## src/shared/ubf_pkg.sv

```systemverilog
// Constants and types of the serial transceiver buffer and flag block
// Assumes one 100 MHz clock and an APB register bus
package ubf_pkg;
  // ************************************************************
  // Register map
  // ************************************************************
  localparam logic [11:0] OFS_DATA = 12'h000;
  localparam logic [11:0] OFS_STAT = 12'h004;
  localparam logic [11:0] OFS_CTRL = 12'h008;
  localparam logic [11:0] OFS_BAUD = 12'h00C;
  // status_ctrl_a bit positions
  localparam int unsigned SA_RXC = 0;
  localparam int unsigned SA_TXC = 1;
  localparam int unsigned SA_TX_BUFFER_EMPTY_FLAG = 2;
  localparam int unsigned SA_FE = 3;
  localparam int unsigned SA_OVR = 4;
  localparam int unsigned SA_PE = 5;
  // status_ctrl_b read-only rx_ninth_bit position
  localparam int unsigned CB_RX9 = 13;
  localparam logic [15:0] BAUD_RST = 16'h0363;
  // ************************************************************
  // Types
  // ************************************************************
  // status_ctrl_b, bit 12 down to bit 0
  typedef struct packed {
    logic sync_mode;
    logic two_stop;
    logic parity_odd;
    logic parity_enable;
    logic [2:0] char_size_select;
    logic tx_ninth_bit;
    logic transmitter_on;
    logic receiver_on;
    logic tx_empty_irq_enable;
    logic tx_done_irq_enable;
    logic rx_complete_irq_enable;
  } ubf_ctrl_s;
  localparam int unsigned CTRL_W = $bits(ubf_ctrl_s);
  localparam ubf_ctrl_s CTRL_RST = 13'h0000;
  typedef struct packed {
    logic fe;
    logic ovr;
    logic pe;
    logic [8:0] data;
  } ubf_rxent_s;
  typedef enum logic [1:0] {TX_IDLE = 2'h0, TX_SEND = 2'h1} ubf_tx_e;
  typedef enum logic [1:0] {RX_IDLE = 2'h0, RX_START = 2'h1, RX_BITS = 2'h3} ubf_rx_e;
endpackage

```

## src/hw/ubf_core.sv

```systemverilog
// Transmit and receive buffering, flags and interrupt requests of a UART
// Assumes APB master on clk, serial pins already synchronous to clk
//
// Added by the designer: the APB register port and the register offsets.
`timescale 1ns/100ps
module ubf_core
  import ubf_pkg::*;
#(
  parameter int unsigned RX_DEPTH = 2
)(
  input wire logic clk,
  input wire logic sys_rst,
  input wire logic psel,
  input wire logic penable,
  input wire logic pwrite,
  input wire logic [11:0] paddr,
  input wire logic [31:0] pwdata,
  output logic [31:0] prdata,
  output logic pready,
  output logic pslverr,
  input wire logic serial_in_pin,
  output logic serial_out_pin,
  output logic serial_out_oe,
  output logic rx_pin_claim,
  input wire logic ext_sync_clock,
  input wire logic global_irq_enable,
  input wire logic tx_done_irq_ack,
  output logic irq_tx_empty,
  output logic irq_tx_done,
  output logic irq_rx_complete
);
  localparam int unsigned PW = $clog2(RX_DEPTH);

  if (RX_DEPTH < 2 || (RX_DEPTH & (RX_DEPTH - 1)) != 0)
  begin : g_chk
    $error("RX_DEPTH must be a power of two, at least 2");
  end

  // ************************************************************
  // Frame format helpers
  // ************************************************************
  function automatic logic [3:0] char_bits(input logic [2:0] size);
    case (size)
      3'h0: char_bits = 4'h5;
      3'h1: char_bits = 4'h6;
      3'h2: char_bits = 4'h7;
      3'h7: char_bits = 4'h9;
      default: char_bits = 4'h8;
    endcase
  endfunction

  function automatic logic [8:0] char_mask(input logic [3:0] n);
    char_mask = 9'h1FF >> (4'h9 - n);
  endfunction

  function automatic logic [10:0] tx_frame(input logic [8:0] d, input logic [3:0] n,
    input logic pen, input logic odd);
    logic [8:0] m;
    m = d & char_mask(n);
    tx_frame = {2'h3, m} | (11'h7FF << n);
    if (pen)
    begin
      tx_frame[n] = ^m ^ odd;
    end
  endfunction

  // ************************************************************
  // APB slave
  // ************************************************************
  ubf_ctrl_s ctrl_ff;
  logic [15:0] baud_ff;
  logic [31:0] prdata_ff;
  logic [31:0] rd_word;
  ubf_rxent_s mem [RX_DEPTH];
  logic [PW-1:0] rp_ff;
  logic [PW-1:0] wp_ff;
  logic [PW:0] cnt_ff;
  logic tx_buf_v_ff;
  logic txc_ff;

  wire logic setup = psel && !penable;
  wire logic acc = psel && penable;
  wire logic hit_data = paddr == OFS_DATA;
  wire logic hit_stat = paddr == OFS_STAT;
  wire logic hit_ctrl = paddr == OFS_CTRL;
  wire logic hit_baud = paddr == OFS_BAUD;
  wire logic mapped = hit_data || hit_stat || hit_ctrl || hit_baud;
  wire logic wr_data = acc && pwrite && hit_data;
  wire logic wr_stat = acc && pwrite && hit_stat;
  wire logic wr_ctrl = acc && pwrite && hit_ctrl;
  wire logic wr_baud = acc && pwrite && hit_baud;
  wire logic rd_data = acc && !pwrite && hit_data;
  wire logic [3:0] nb = char_bits(ctrl_ff.char_size_select);
  wire logic [8:0] dmask = char_mask(nb);
  wire logic rx_complete_flag = cnt_ff != '0;
  wire logic tx_buffer_empty_flag = !tx_buf_v_ff;
  wire ubf_rxent_s head = mem[rp_ff];

  assign pready = 1'b1;
  assign pslverr = acc && !mapped;
  assign prdata = prdata_ff;

  // Status and ninth bit show the FIFO head only while it holds data
  always_comb
  begin
    rd_word = '0;
    if (hit_data)
    begin
      rd_word[7:0] = head.data[7:0] & dmask[7:0] & {8{rx_complete_flag}};
    end
    if (hit_stat)
    begin
      rd_word[SA_RXC] = rx_complete_flag;
      rd_word[SA_TXC] = txc_ff;
      rd_word[SA_TX_BUFFER_EMPTY_FLAG] = tx_buffer_empty_flag;
      rd_word[SA_FE] = head.fe && rx_complete_flag;
      rd_word[SA_OVR] = head.ovr && rx_complete_flag;
      rd_word[SA_PE] = head.pe && rx_complete_flag;
    end
    if (hit_ctrl)
    begin
      rd_word[CTRL_W-1:0] = ctrl_ff;
      rd_word[CB_RX9] = head.data[8] && rx_complete_flag;
    end
    if (hit_baud)
    begin
      rd_word[15:0] = baud_ff;
    end
  end

  always_ff @(posedge clk)
  begin
    if (sys_rst)
    begin
      prdata_ff <= '0;
      ctrl_ff <= CTRL_RST;
      baud_ff <= BAUD_RST;
    end
    else
    begin
      if (setup && !pwrite)
        prdata_ff <= rd_word;
      if (wr_ctrl)
        ctrl_ff <= ubf_ctrl_s'(pwdata[CTRL_W-1:0]);
      if (wr_baud)
        baud_ff <= pwdata[15:0];
    end
  end

  // ************************************************************
  // Transmitter
  // ************************************************************
  ubf_tx_e tx_st_ff;
  logic [8:0] tx_buf_ff;
  logic tx_on_ff;
  logic [10:0] tx_sh_ff;
  logic [3:0] tx_left_ff;
  logic [15:0] tx_bcnt_ff;
  logic sout_ff;
  logic ext_q_ff;

  wire logic ext_rise = ext_sync_clock && !ext_q_ff;
  wire logic ext_fall = !ext_sync_clock && ext_q_ff;
  wire logic tx_tick = ctrl_ff.sync_mode ? ext_fall : (tx_bcnt_ff == '0);
  wire logic tx_shift = tx_st_ff == TX_SEND && tx_tick;
  wire logic tx_last = tx_shift && tx_left_ff == 4'h1;
  wire logic tx_idle_go = tx_st_ff == TX_IDLE && (!ctrl_ff.sync_mode || ext_fall);
  wire logic tx_load = tx_on_ff && tx_buf_v_ff && (tx_idle_go || tx_last);
  wire logic [3:0] tx_len = nb + {3'h0, ctrl_ff.parity_enable}
    + {3'h0, ctrl_ff.two_stop} + 4'h2;
  wire logic txc_clr = tx_done_irq_ack || (wr_stat && pwdata[SA_TXC]);

  assign serial_out_pin = sout_ff;
  assign serial_out_oe = tx_on_ff;
  assign irq_tx_empty = global_irq_enable && ctrl_ff.tx_empty_irq_enable && tx_buffer_empty_flag;
  assign irq_tx_done = global_irq_enable && ctrl_ff.tx_done_irq_enable && txc_ff;

  always_ff @(posedge clk)
  begin
    if (sys_rst)
    begin
      tx_buf_v_ff <= 1'b0;
      tx_buf_ff <= '0;
      txc_ff <= 1'b0;
      tx_on_ff <= 1'b0;
      ext_q_ff <= 1'b0;
    end
    else
    begin
      ext_q_ff <= ext_sync_clock;
      if (wr_data)
        tx_buf_ff <= {ctrl_ff.tx_ninth_bit, pwdata[7:0]};
      tx_buf_v_ff <= wr_data || (tx_buf_v_ff && !tx_load);
      txc_ff <= (tx_last && !tx_buf_v_ff) || (txc_ff && !txc_clr);
      if (ctrl_ff.transmitter_on)
        tx_on_ff <= 1'b1;
      else if (!tx_buf_v_ff && tx_st_ff == TX_IDLE)
        tx_on_ff <= 1'b0;
    end
  end

  always_ff @(posedge clk)
  begin
    if (sys_rst)
    begin
      tx_st_ff <= TX_IDLE;
      tx_sh_ff <= '1;
      tx_left_ff <= '0;
      tx_bcnt_ff <= '0;
      sout_ff <= 1'b1;
    end
    else
    begin
      tx_bcnt_ff <= (tx_load || tx_bcnt_ff == '0) ? baud_ff : tx_bcnt_ff - 16'h0001;
      if (tx_load)
      begin
        tx_st_ff <= TX_SEND;
        tx_left_ff <= tx_len;
        tx_sh_ff <= tx_frame(tx_buf_ff, nb, ctrl_ff.parity_enable,
          ctrl_ff.parity_odd);
        sout_ff <= 1'b0;
      end
      else if (tx_shift)
      begin
        tx_st_ff <= tx_last ? TX_IDLE : TX_SEND;
        tx_left_ff <= tx_left_ff - 4'h1;
        tx_sh_ff <= {1'b1, tx_sh_ff[10:1]};
        sout_ff <= tx_sh_ff[0];
      end
    end
  end

  // ************************************************************
  // Receiver
  // ************************************************************
  ubf_rx_e rx_st_ff;
  logic [15:0] rx_cnt_ff;
  logic [3:0] rx_idx_ff;
  logic [8:0] rx_sh_ff;
  logic rx_par_ff;
  ubf_rxent_s hold_ff;
  logic hold_v_ff;
  logic ovr_pend_ff;

  wire logic rx_on = ctrl_ff.receiver_on;
  wire logic rx_in = serial_in_pin || !rx_on;
  wire logic rx_tick = ctrl_ff.sync_mode ? ext_rise : (rx_cnt_ff == '0);
  wire logic start_ok = ctrl_ff.sync_mode
    ? (rx_st_ff == RX_IDLE && ext_rise && !rx_in)
    : (rx_st_ff == RX_START && rx_tick && !rx_in);
  wire logic samp = rx_st_ff == RX_BITS && rx_tick;
  wire logic rx_done = samp && rx_idx_ff == nb + {3'h0, ctrl_ff.parity_enable};
  wire logic full = cnt_ff == (PW+1)'(RX_DEPTH);
  wire logic pop = rd_data && rx_complete_flag;
  wire logic push_hold = hold_v_ff && !full;
  wire logic push_new = rx_done && !hold_v_ff && !full;
  wire logic push = push_hold || push_new;
  wire logic hold_load = rx_done && (hold_v_ff ? push_hold : full);
  wire logic rx_pe = ctrl_ff.parity_enable && (^rx_sh_ff ^ ctrl_ff.parity_odd ^ rx_par_ff);
  wire ubf_rxent_s new_ent = '{fe: !rx_in, ovr: 1'b0, pe: rx_pe, data: rx_sh_ff};
  wire ubf_rxent_s src_ent = push_hold ? hold_ff : new_ent;
  wire ubf_rxent_s push_ent = '{fe: src_ent.fe, ovr: ovr_pend_ff, pe: src_ent.pe,
    data: src_ent.data};

  assign rx_pin_claim = rx_on;
  assign irq_rx_complete = global_irq_enable && ctrl_ff.rx_complete_irq_enable && rx_complete_flag;

  always_ff @(posedge clk)
  begin
    if (sys_rst || !rx_on)
    begin
      rx_st_ff <= RX_IDLE;
      rx_idx_ff <= '0;
      rx_sh_ff <= '0;
      rx_par_ff <= 1'b0;
    end
    else
    begin
      if (start_ok)
      begin
        rx_st_ff <= RX_BITS;
        rx_idx_ff <= '0;
        rx_sh_ff <= '0;
      end
      else if (rx_done)
        rx_st_ff <= RX_IDLE;
      else if (samp)
      begin
        rx_idx_ff <= rx_idx_ff + 4'h1;
        if (rx_idx_ff < nb)
          rx_sh_ff[rx_idx_ff] <= rx_in;
        else
          rx_par_ff <= rx_in;
      end
      else if (rx_st_ff == RX_IDLE && !rx_in && !ctrl_ff.sync_mode)
        rx_st_ff <= RX_START;
      else if (rx_st_ff == RX_START && rx_tick)
        rx_st_ff <= RX_IDLE;
    end
  end

  always_ff @(posedge clk)
  begin
    if (sys_rst)
      rx_cnt_ff <= '0;
    else if (rx_st_ff == RX_IDLE)
      rx_cnt_ff <= baud_ff >> 1;
    else
      rx_cnt_ff <= (rx_cnt_ff == '0) ? baud_ff : rx_cnt_ff - 16'h0001;
  end

  // Held frame waits in hold_ff while the FIFO is full
  always_ff @(posedge clk)
  begin
    if (sys_rst || !rx_on)
    begin
      hold_v_ff <= 1'b0;
      hold_ff <= '0;
      ovr_pend_ff <= 1'b0;
      cnt_ff <= '0;
      rp_ff <= '0;
      wp_ff <= '0;
    end
    else
    begin
      if (hold_load)
        hold_ff <= new_ent;
      hold_v_ff <= hold_load || (hold_v_ff && !push_hold);
      ovr_pend_ff <= (start_ok && full && hold_v_ff) || (ovr_pend_ff && !push_hold);
      cnt_ff <= cnt_ff + (PW+1)'(push) - (PW+1)'(pop);
      rp_ff <= rp_ff + PW'(pop);
      wp_ff <= wp_ff + PW'(push);
    end
  end

  for (genvar gi = 0; gi < RX_DEPTH; gi++)
  begin : g_mem
    always_ff @(posedge clk)
    begin
      if (push && wp_ff == PW'(gi))
        mem[gi] <= push_ent;
    end
  end
endmodule

```

## config.mk

```make
export PLATFORM = sky130hd
export DESIGN_NAME = ubf_core
export DESIGN_NICKNAME = d
export VERILOG_FILES = /design/src/shared/ubf_pkg.sv /design/src/hw/ubf_core.sv
export SDC_FILE = /design/constraint.sdc
export NUM_CORES = 1
export LEC_CHECK = 0
export BUFFER_PORTS_ARGS = -buffer_cell sky130_fd_sc_hd__buf_2
export CAP_MARGIN = 5
export CORE_UTILIZATION = 40
export DETAILED_ROUTE_END_ITERATION = 16
export PLACE_DENSITY = 0.64
export REMOVE_ABC_BUFFERS = 1
export SETUP_SLACK_MARGIN = 0.15
export SYNTH_ARGS = -nofsm -noshare
export SYNTH_HDL_FRONTEND = slang
export SYNTH_SLANG_ARGS = --single-unit
export TNS_END_PERCENT = 30
```

## constraint.sdc

```tcl
create_clock -name clk -period 3.86 [get_ports clk]
set_input_delay 0.772 -clock clk [delete_from_list [all_inputs] [get_ports clk]]
set_output_delay 0.772 -clock clk [all_outputs]
set_load 0.01 [all_outputs]
```

==> Word-level counts from Yosys, hierarchy flattened <==
Memories as Yosys holds them, arrays and structs flattened. A register that Yosys moved wholly into a read port is not among the register bits.
Index checks and enable logic that the tools add are counted.
Widths: inputs -> output; s select.
{ "word_totals": {"register_bits": 140, "ram_bits": 24, "inputBits": 53, "output_inout_bits": 40, "memories": 1} }
{ "classes": {"addsub": 12, "order_cmp": 5, "n_eq_ne": 13, "shift": 2, "mux": 44, "bitwise_logic": 11, "reduce_logical": 102} }
{ "memory_table": {"columns": ["memory", "words", "word_bits", "read_ports", "rd_ports_with_merged_regs", "wr", "line", "source"], "rows": [
  ["mem", 2, 12, 1, 1, 1, "ubf_core.sv:74", "ubf_rxent_s mem [RX_DEPTH];"]
]} }
{ "op_table": {"columns": ["op", "count"], "rows": [
  ["$logic_and 1x1->1", 55],
  ["$mux 16", 3],
  ["$mux 11", 3],
  ["$logic_not 16->1", 2],
  ["$sub 16x1->16 const B", 2],
  ["$eq 12x4->1 const B", 2],
  ["$mux 12", 2],
  ["$mux 1", 20],
  ["$reduce_xor 9->1", 2],
  ["$and 8x8->8", 2],
  ["$pmux 4 s4", 1],
  ["$mux 15", 1],
  ["$logic_not 1->1", 14],
  ["$logic_or 1x1->1", 14],
  ["$mux 14", 1],
  ["$eq 12x3->1 const B", 1],
  ["$logic_not 12->1", 1],
  ["$reduce_or 12->1", 1],
  ["$bwmux 11", 1],
  ["$or 11x11->11", 1],
  ["$shl 11x4->11 const A", 1],
  ["$lt 4x5->1 const B", 2],
  ["$mux 2", 5],
  ["$and 9x9->9", 1],
  ["35 further kinds", 51]
]} }

==> Logic depth before layout (Yosys ltp) <==
Gate-level depths: netlist of the first run.
{ "depth": {"word_depth": 13, "ltp_mapped": 18} }

==> Worst setup path after synthesis of the first run <==
Ideal clock, no wire load.
{ "synth_path": {"kind": "reg-to-reg", "start": "reg ctrl_ff[7] (netlist bit)", "end": "reg cnt_ff[1]", "setup_time_ns": 0.127, "arrival_ns": 3.241, "required_time_ns": 3.733, "setup_slack_ns": 0.491, "stages_incl_launch_ff": 19, "period_less_slack_ns": 3.369, "cell_sequence": "dfxtp_1 clkbuf_1 xor2_1 nand2b_1 inv_1 ha_1 a21bo_2 a211oi_1 o211ai_1 or3b_4 nor3_1 or2_2 inv_1 ha_1 inv_1 ha_1 xor2_1 xnor2_1 nor2_1"} }
{ "synth_between": {"elab_chain_cells": 10} }
{ "synth_rtl": {"columns": ["element", "line", "source"], "rows": [
  ["start, declared", "ubf_core.sv:70", "ubf_ctrl_s ctrl_ff;"],
  ["start signal, assigned", "ubf_core.sv:144", "ctrl_ff <= ubf_ctrl_s'(pwdata[CTRL_W-1:0]);"],
  ["$eq 3x3->1, or another cell as far along", "ubf_core.sv:43", "case (size)"],
  ["$pmux 4 s4 (*)", "ubf_core.sv:43", null],
  ["$add 4x1->4 (*)", "ubf_core.sv:252", "wire logic rx_done = samp && rx_idx_ff == nb + {3'h0, ctrl_ff.parity_enable};"],
  ["$eq 4x4->1 (*)", "ubf_core.sv:252", null],
  ["$logic_and 1x1->1 (*)", "ubf_core.sv:252", null],
  ["$logic_and 1x1->1 (*) (2 in series)", "ubf_core.sv:256", "wire logic push_new = rx_done && !hold_v_ff && !full;"],
  ["$logic_or 1x1->1 (*)", "ubf_core.sv:257", "wire logic push = push_hold || push_new;"],
  ["$add 2x1->2 (*)", "ubf_core.sv:330", "cnt_ff <= cnt_ff + (PW+1)'(push) - (PW+1)'(pop);"],
  ["$sub 2x1->2 (*)", "ubf_core.sv:330", null],
  ["end signal, assigned", "ubf_core.sv:330", null],
  ["end, declared", "ubf_core.sv:77", "logic [PW:0] cnt_ff;"]
]} }
Every way passes the cells marked *; elsewhere a longest branch is shown, timed or not.
A chain may end at the register's enable or synchronous reset.

==> Final worst setup path of the first run <==
{ "layout_path": {"start": "reg ctrl_ff[6] (netlist bit)", "end": "reg cnt_ff[1]"} }
Same word-level chain as after synthesis.

==> metrics.txt, run 1 <==
LEAKAGE=3.61 nW; worst setup path end=cnt_ff[1]; NetSw=1.06 mW; worst hold path type=reg2reg; Switching Share=0.269; share of total power in combinational logic=0.104; max-slew violation count=0; uppermost routed layer=met4; number of unique standard cell types used by synthesis=71; DRC=0; count of nets after finishing=1073; Yosys reg bits=164; number of placement rows=52; register-to-register setup slack=370 ps; maximum clock skew at final layout=9.46 ps; number of port buffers=59; DIE HEIGHT=148 um; Synth Area in Compound Gates=0.138; Final TNS setup=0 ps; combinational family with the most area after synthesis=simple AND/OR/NAND/NOR gates; commonest non-fill, non-tap cell in the layout=sky130_fd_sc_hd__dfxtp_1; worst flop-to-flop path endpoint=cnt_ff[1]; maximum resistive drop on vdd=0.000292 V; simple-gate area share of the yosys netlist=0.194; overall die width=148 um; clk sinks=164; length in cells of the worst reg-to-reg path=17; CTS root buf=sky130_fd_sc_hd__clkbuf_16; WL met3=907 um; Post-Synthesis Mean Instance Area=8.92 um^2; Critical Setup Path Class=reg2reg; CTS Buffer Depth=2; mapped cell area=8510 um^2; antenna violations before repair=0; multiplexer share of the synthesized area=0.100; Worst setup SP type=flop; remaining antenna violation count=0; Crit. End Element=flop; pwr/cell area=410 nW/um^2; total wire length=21600 um; CTS clk-pin slew, worst paths=70 ps; number of violations reported at the end of detailed-routing iteration 0=365; clock latency at the later pin of the worst-skew pair=430 ps; vias per cell=5.32; warning count from the yosys run=0; metal1 wirelength=9900 um; data required time at the worst endpoint=4150 ps; clock period minus final worst setup slack=3490 ps; fmax=287 MHz; setup violation total in the final timing report=0; global-route wire length before repair=34600 um; total congestion overflow after global routing=0; total die area=21900 um^2; pin count of the biggest net entering global routing=62; post-layout power=3.94 mW; number of hold buffers added after cts=0; I/O pin total=93; number of global-route vias before repair=6474; Final Core Density=0.467; placer's final routability congestion estimate=0.823; Primary FF master, synth=sky130_fd_sc_hd__dfxtp_1; Max-slew headroom=0.199; fraction of registers with async set or reset after synthesis=0; top library cells by usage in the layout, fill and taps aside=sky130_fd_sc_hd__dfxtp_1 (137), sky130_fd_sc_hd__nor2_1 (130), sky130_fd_sc_hd__nand2_1 (99), sky130_fd_sc_hd__mux2i_1 (69), sky130_fd_sc_hd__a21oi_1 (67); internal power=2.88 mW; transition at the pin with the smallest max-transition slack=1200 ps; final cycle utilization of the critical path=0.904; H-tree Lvls=4; effective utilization at floorplan=0.414; fraction of the yosys area taken by sequential cells=0.414; share of power burned in registers=0.462; worst-path fanout max=13; gate count after technology mapping=954; max-cap violations=0; vias after detailed routing=6791; number of flops mapped to enable cells by yosys=24; setup repair after global routing missed its margin=no; synthesized-area fraction occupied by adder cells=0.0397; r2r startpoint=ctrl_ff[6]; layout overhead on the synthesized area=12.8%; estimated wirelength of the detail-placed design=15400 um; diodes inserted=0; Final Hold Viols=0; run status=complete, no violations; TritonCTS clock tree=yes; number of iterations in the first detailed-routing pass=5; CTS Buf Count=17; Core Area=20600 um^2; GRT Overall Usage=0.206; fraction of layout cells with a size suffix above 1=0.148; Arrival @ worst endpoint=3780 ps; met2 routed wirelength=10400 um; Setup crit start=ctrl_ff[6]; post-detailed-route wirelength per cell=16.9 um; fill cell instance count of the final layout=2024; clock power share=0.434; xor/xnor share of the synthesized area=0.0572
## critical path: stages, from the launching register on
cell and delay (ps):
sky130_fd_sc_hd__dfxtp_4 390, sky130_fd_sc_hd__xor2_1 170, sky130_fd_sc_hd__nand2b_1 160, sky130_fd_sc_hd__inv_1 120, sky130_fd_sc_hd__ha_1 260, sky130_fd_sc_hd__a21bo_2 230, sky130_fd_sc_hd__a211oi_1 230, sky130_fd_sc_hd__o211ai_1 180
sky130_fd_sc_hd__or3b_4 460, sky130_fd_sc_hd__nor3_1 120, sky130_fd_sc_hd__or2_2 150, sky130_fd_sc_hd__inv_1 50, sky130_fd_sc_hd__ha_1 270, sky130_fd_sc_hd__inv_1 40, sky130_fd_sc_hd__ha_1 190, sky130_fd_sc_hd__xor2_2 150
sky130_fd_sc_hd__xnor2_1 130, sky130_fd_sc_hd__nor2_1 50
## state kept, by name (all words and copies together), names as in the netlist, 2 cells and up
| signal | flops |
|---|---|
| ctrl_ff | 12 |
| prdata | 16 |
| hold_ff | 11 |
| rx_sh_ff | 9 |
| tx_sh_ff | 11 |
| rx_st_ff | 2 |
| tx_buf_ff | 9 |
| mem | 24 |
| baud_ff | 16 |
| rx_cnt_ff | 16 |
| cnt_ff | 2 |
| rx_idx_ff | 4 |
| tx_bcnt_ff | 16 |
| tx_left_ff | 4 |
## per-stage QoR
| stage | worst slack [ps] | hold WS (ps) | std cells | instance area [um^2] |
|---|---|---|---|---|
| finish | 371 | 447 | 1276 | 9600 |
| global route | 171 | 458 | 1276 | 9600 |
| CTS | 183 | 450 | 1275 | 9570 |
| detailed placement | 203 | 432 | 1243 | 8990 |
| global placement | 279 | 430 | 1243 | 8990 |
| floorplan | 482 | 414 | 897 | 8200 |
## synth_stat cells (3+ instances only)
cell                       count  area, um^2
sky130_fd_sc_hd__a211oi_1     30         225
sky130_fd_sc_hd__a21oi_1      67         335
sky130_fd_sc_hd__a22oi_1       4        30.0
sky130_fd_sc_hd__a311oi_1      5        43.8
sky130_fd_sc_hd__a31oi_1       3        18.8
sky130_fd_sc_hd__and2_1        3        18.8
sky130_fd_sc_hd__and3_1        7        43.8
sky130_fd_sc_hd__and4_1        3        26.3
sky130_fd_sc_hd__buf_1         3        11.3
sky130_fd_sc_hd__buf_2        10        50.1
sky130_fd_sc_hd__buf_4        19         143
sky130_fd_sc_hd__clkbuf_1     39         146
sky130_fd_sc_hd__dfxtp_1     140        2800
sky130_fd_sc_hd__edfxtp_1     24         721
sky130_fd_sc_hd__ha_1         27         338
sky130_fd_sc_hd__inv_1        28         105
sky130_fd_sc_hd__mux2_2       13         146
sky130_fd_sc_hd__mux2i_1      69         691
sky130_fd_sc_hd__nand2_1      99         372
sky130_fd_sc_hd__nand2b_1      7        43.8
sky130_fd_sc_hd__nand3_1      10        50.1
sky130_fd_sc_hd__nand3b_1     12        90.1
sky130_fd_sc_hd__nand4_1       5        31.3
sky130_fd_sc_hd__nor2_1      130         488
sky130_fd_sc_hd__nor2b_1       7        43.8
sky130_fd_sc_hd__nor3_1       24         120
sky130_fd_sc_hd__nor3b_1       3        22.5
sky130_fd_sc_hd__nor4_1       10        62.6
sky130_fd_sc_hd__o211ai_1     15         113
sky130_fd_sc_hd__o21ai_0      23         115
sky130_fd_sc_hd__o22ai_1       3        18.8
sky130_fd_sc_hd__o31ai_1       3        22.5
sky130_fd_sc_hd__o41a_1        4        45.0
sky130_fd_sc_hd__or2_2         5        31.3
sky130_fd_sc_hd__or3_1         5        31.3
sky130_fd_sc_hd__xnor2_1      35         307
sky130_fd_sc_hd__xor2_1       18         158
## per-layer routing
layer / GRT usage / up-vias
met5: 0 / -
met4: 0.0629 / 0
met3: 0.0370 / 23
met2: 0.345 / 120
met1: 0.268 / 3259
li1: - / 3389
## power by group through the flow
stage | Combinational (mW) | Clock [mW] | Sequential (mW)
after floorplan | 0.297 | 0 | 1.85
after global placement | 0.400 | 0 | 1.85
after detailed placement | 0.407 | 0 | 1.86
after CTS | 0.410 | 1.74 | 1.82
after global routing | 0.451 | 1.81 | 1.82
final | 0.408 | 1.71 | 1.82
## cell families (layout without fill, tap and decap cells)
logic type	Yosys count	in the layout
muxes	83	83
DFF	164	164
adders and majority gates	27	27
other	2	17
AOI/OAI and AO/OA	180	180
xor gates and xnor gates	54	54
buffers and inverters	100	137
and+or+nand+nor	344	344
## timing repair
item,in CTS,in global routing
gates resized for setup,0,6
endpoints found under the hold margin,0,0
setup endpoints to repair,0,2
setup buffers,0,1
## area by class of cell
cell class	instances	area, um^2	area share
multi-input combinational	705	4590	0.478
sequential	164	3530	0.368
timing repair buffer	77	445	0.0464
clock buffer	17	425	0.0443
tap	270	338	0.0352
clock inverter	15	163	0.0169
inverter	28	105	0.0110
## how the worst min path moves through the flow
stage	from	to	slack, ps	cells after the start
after floorplan	tx_sh_ff[10]	tx_sh_ff[10]	410	1
after CTS	tx_sh_ff[10]	tx_sh_ff[10]	450	1
final	tx_sh_ff[10]	tx_sh_ff[10]	450	1
after global routing	tx_sh_ff[10]	tx_sh_ff[10]	460	1
after global placement	tx_sh_ff[10]	tx_sh_ff[10]	430	1
after detailed placement	tx_sh_ff[10]	tx_sh_ff[10]	430	1
Note: power is estimated with default switching activity, not from simulation.
==> run 2, diff against run 1 <==
--- a/config.mk
+++ b/config.mk
@@ -8,6 +8,7 @@
 export BUFFER_PORTS_ARGS = -buffer_cell sky130_fd_sc_hd__buf_2
 export CAP_MARGIN = 5
 export CORE_UTILIZATION = 40
+export CTS_BUF_LIST = sky130_fd_sc_hd__clkbuf_2 sky130_fd_sc_hd__clkbuf_4 sky130_fd_sc_hd__clkbuf_8
 export DETAILED_ROUTE_END_ITERATION = 16
 export PLACE_DENSITY = 0.64
 export REMOVE_ABC_BUFFERS = 1
==> run 2 against run 1 <==
Effect of this change: maximum frequency about the same; clock skew is 4.6 ps higher; hold slack better by 6.2 ps; combinational power barely moved; routed wire length up 0.38%; global-route usage shrank 0.053 points; critical path type unchanged.
==> metrics.txt, run 2 (synthesis gave the netlist of run 1 again) <==
run status=complete, no violations (unchanged); Critical Path Slowest Stage Cell=sky130_fd_sc_hd__or3b_4 (unchanged); total die area=21900 um^2 (unchanged); CTS Buffer Depth=2 (unchanged); worst hold path type=reg2reg (unchanged); number of hold buffers added after cts=0 (unchanged); CTS root buf=sky130_fd_sc_hd__clkbuf_8 (was sky130_fd_sc_hd__clkbuf_16); share of total power in combinational logic=0.117 (was 0.104); H-tree Lvls=4 (unchanged); vias after detailed routing=6750 (was 6791); Multi-input gate area=4590 um^2 (unchanged); NetSw=1.01 mW (was 1.06 mW); setup repair after global routing missed its margin=no (unchanged); remaining antenna violation count=0 (unchanged); max-cap violations=0 (unchanged); Setup crit start=ctrl_ff[6] (unchanged); Worst setup SP type=flop (unchanged); DIE HEIGHT=148 um (unchanged); antenna violations before repair=0 (unchanged); global-route wire length before repair=34500 um (was 34600 um); DRC=0 (unchanged); clk sinks=164 (unchanged); estimated wirelength of the detail-placed design=15400 um (unchanged); Arrival @ worst endpoint=3830 ps (was 3780 ps); number of violations reported at the end of detailed-routing iteration 0=452 (was 365); pin count of the biggest net entering global routing=62 (unchanged); clock power share=0.364 (was 0.434); data required time at the worst endpoint=4200 ps (was 4150 ps); register ranked first by flip-flop count=mem (unchanged); GRT Overall Usage=0.205 (was 0.206); Worst path top cell family by delay=simple AND/OR/NAND/NOR gates (unchanged); post-detailed-route wirelength per cell=17.0 um (was 16.9 um); overall die width=148 um (unchanged); clock period minus final worst setup slack=3490 ps (about the same); max-slew violation count=0 (unchanged); number of port buffers=59 (unchanged); Critical Setup Path Class=reg2reg (unchanged); r2r startpoint=ctrl_ff[6] (unchanged); total congestion overflow after global routing=0 (unchanged); fmax=287 MHz (about the same); I/O pin total=93 (unchanged); worst-path fanout max=13 (unchanged); placer's final routability congestion estimate=0.823 (unchanged); count of nets after finishing=1073 (unchanged); pwr/cell area=373 nW/um^2 (was 410 nW/um^2); commonest non-fill, non-tap cell in the layout=sky130_fd_sc_hd__dfxtp_1 (unchanged); internal power=2.50 mW (was 2.88 mW); CTS clk-pin slew, worst paths=100 ps (was 70 ps); total wire length=21700 um (was 21600 um); Max-slew headroom=0.194 (was 0.199); Core Area=20600 um^2 (unchanged); top library cells by usage in the layout, fill and taps aside=sky130_fd_sc_hd__dfxtp_1 (137), sky130_fd_sc_hd__nor2_1 (130), sky130_fd_sc_hd__nand2_1 (99), sky130_fd_sc_hd__mux2i_1 (69), sky130_fd_sc_hd__a21oi_1 (67) (unchanged); fraction of layout cells with a size suffix above 1=0.148 (unchanged); number of placement rows=52 (unchanged); number of instances on the worst hold path=1 (unchanged); TritonCTS clock tree=yes (unchanged); Final Hold Viols=0 (unchanged); peak per-stage delay on the critical path=460 ps (about the same); LEAKAGE=3.52 nW (was 3.61 nW); clock latency at the later pin of the worst-skew pair=470 ps (was 430 ps); Crit. End Element=flop (unchanged); origin of the worst min-delay path=tx_sh_ff[10] (unchanged); number of iterations in the first detailed-routing pass=5 (unchanged); final cycle utilization of the critical path=0.904 (about the same); number of global-route vias before repair=6452 (was 6474); sequential cell area in the final layout=3530 um^2 (unchanged); diodes inserted=0 (unchanged); maximum resistive drop on vdd=0.000222 V (was 0.000292 V); Final TNS setup=0 ps (unchanged); number of logic stages on the critical path including buffering=17 (unchanged); length in cells of the worst reg-to-reg path=17 (unchanged); CTS Buf Count=17 (unchanged); post-layout power=3.50 mW (was 3.94 mW); fill cell instance count of the final layout=2029 (was 2024); vias per cell=5.29 (was 5.32); layout overhead on the synthesized area=10.6% (was 12.8%); flip-flop count of the largest register, all copies and words added=24 (unchanged); setup violation total in the final timing report=0 (unchanged); effective utilization at floorplan=0.414 (unchanged); Buf+Inv Stages, Crit Path=3 (unchanged); transition at the pin with the smallest max-transition slack=1210 ps (was 1200 ps); share of power burned in registers=0.519 (was 0.462); Switching Share=0.288 (was 0.269); cell breakdown of the critical path=xor2_1 -> nand2b_1 -> inv_1 -> ha_1 -> a21bo_2 -> a211oi_1 -> o211ai_1 -> or3b_4 -> nor3_1 -> or2_2 -> inv_1 -> ha_1 -> inv_1 -> ha_1 -> xor2_2 -> xnor2_1 -> nor2_1 (unchanged); maximum clock skew at final layout=14.1 ps (was 9.46 ps)
-- run 2: final cells by class --
cell class,instances,share of cell area
clock buffer,17,0.0249
clock inverter,15,0.0173
inverter,28,0.0112
multi-input combinational,705,0.488
sequential,164,0.375
tap,270,0.0359
timing repair buffer,77,0.0474
-- run 2: power by group through the flow --
stage | clock, mW | sequential (mW) | combinational, mW
global route | 1.38 | 1.82 | 0.452
CTS | 1.30 | 1.82 | 0.410
floorplan | 0 | 1.85 | 0.297
detailed placement | 0 | 1.86 | 0.407
finish | 1.28 | 1.82 | 0.409
global placement | 0 | 1.85 | 0.400
-- run 2: repair_timing --
| action | CTS | global route |
|---|---|---|
| buffers inserted | 0 | 1 |
| endpoints found under the setup margin | 0 | 4 |
| resized for setup | 0 | 6 |
-- run 2: worst reg2reg max path, stage by stage, from the launching register on --
cell and delay (ps):
sky130_fd_sc_hd__dfxtp_4 400, sky130_fd_sc_hd__xor2_1 170, sky130_fd_sc_hd__nand2b_1 150, sky130_fd_sc_hd__inv_1 120, sky130_fd_sc_hd__ha_1 260, sky130_fd_sc_hd__a21bo_2 230, sky130_fd_sc_hd__a211oi_1 230, sky130_fd_sc_hd__o211ai_1 180
sky130_fd_sc_hd__or3b_4 460, sky130_fd_sc_hd__nor3_1 120, sky130_fd_sc_hd__or2_2 150, sky130_fd_sc_hd__inv_1 50, sky130_fd_sc_hd__ha_1 270, sky130_fd_sc_hd__inv_1 40, sky130_fd_sc_hd__ha_1 190, sky130_fd_sc_hd__xor2_2 150
sky130_fd_sc_hd__xnor2_1 130, sky130_fd_sc_hd__nor2_1 50
-- run 2: worst paths after layout --
path / end / slack [ps]
worst max-delay path: cnt_ff[1] / 370
worst min-delay path: tx_sh_ff[10] / 450
worst max register to register: cnt_ff[1] / 370
worst min register to register: tx_sh_ff[10] / 450
-- run 2: per-stage QoR --
step	worst slack, ps	cells	instance area (um^2)	util	hold slack (ps)
global route	174	1276	9410	0.458	466
CTS	182	1275	9380	0.456	456
finish	371	1276	9410	0.458	453
global placement	279	1243	8990	0.437	430
detailed placement	203	1243	8990	0.437	432
floorplan	482	897	8200	-	414
-- run 2: metal layers --
metal	vias to the layer above	wire, um	global-route usage
li1	3382	-	-
met1	3233	9970	0.270
met2	119	10600	0.344
met3	16	769	0.0336
met4	0	298	0.0613
met5	-	0	0
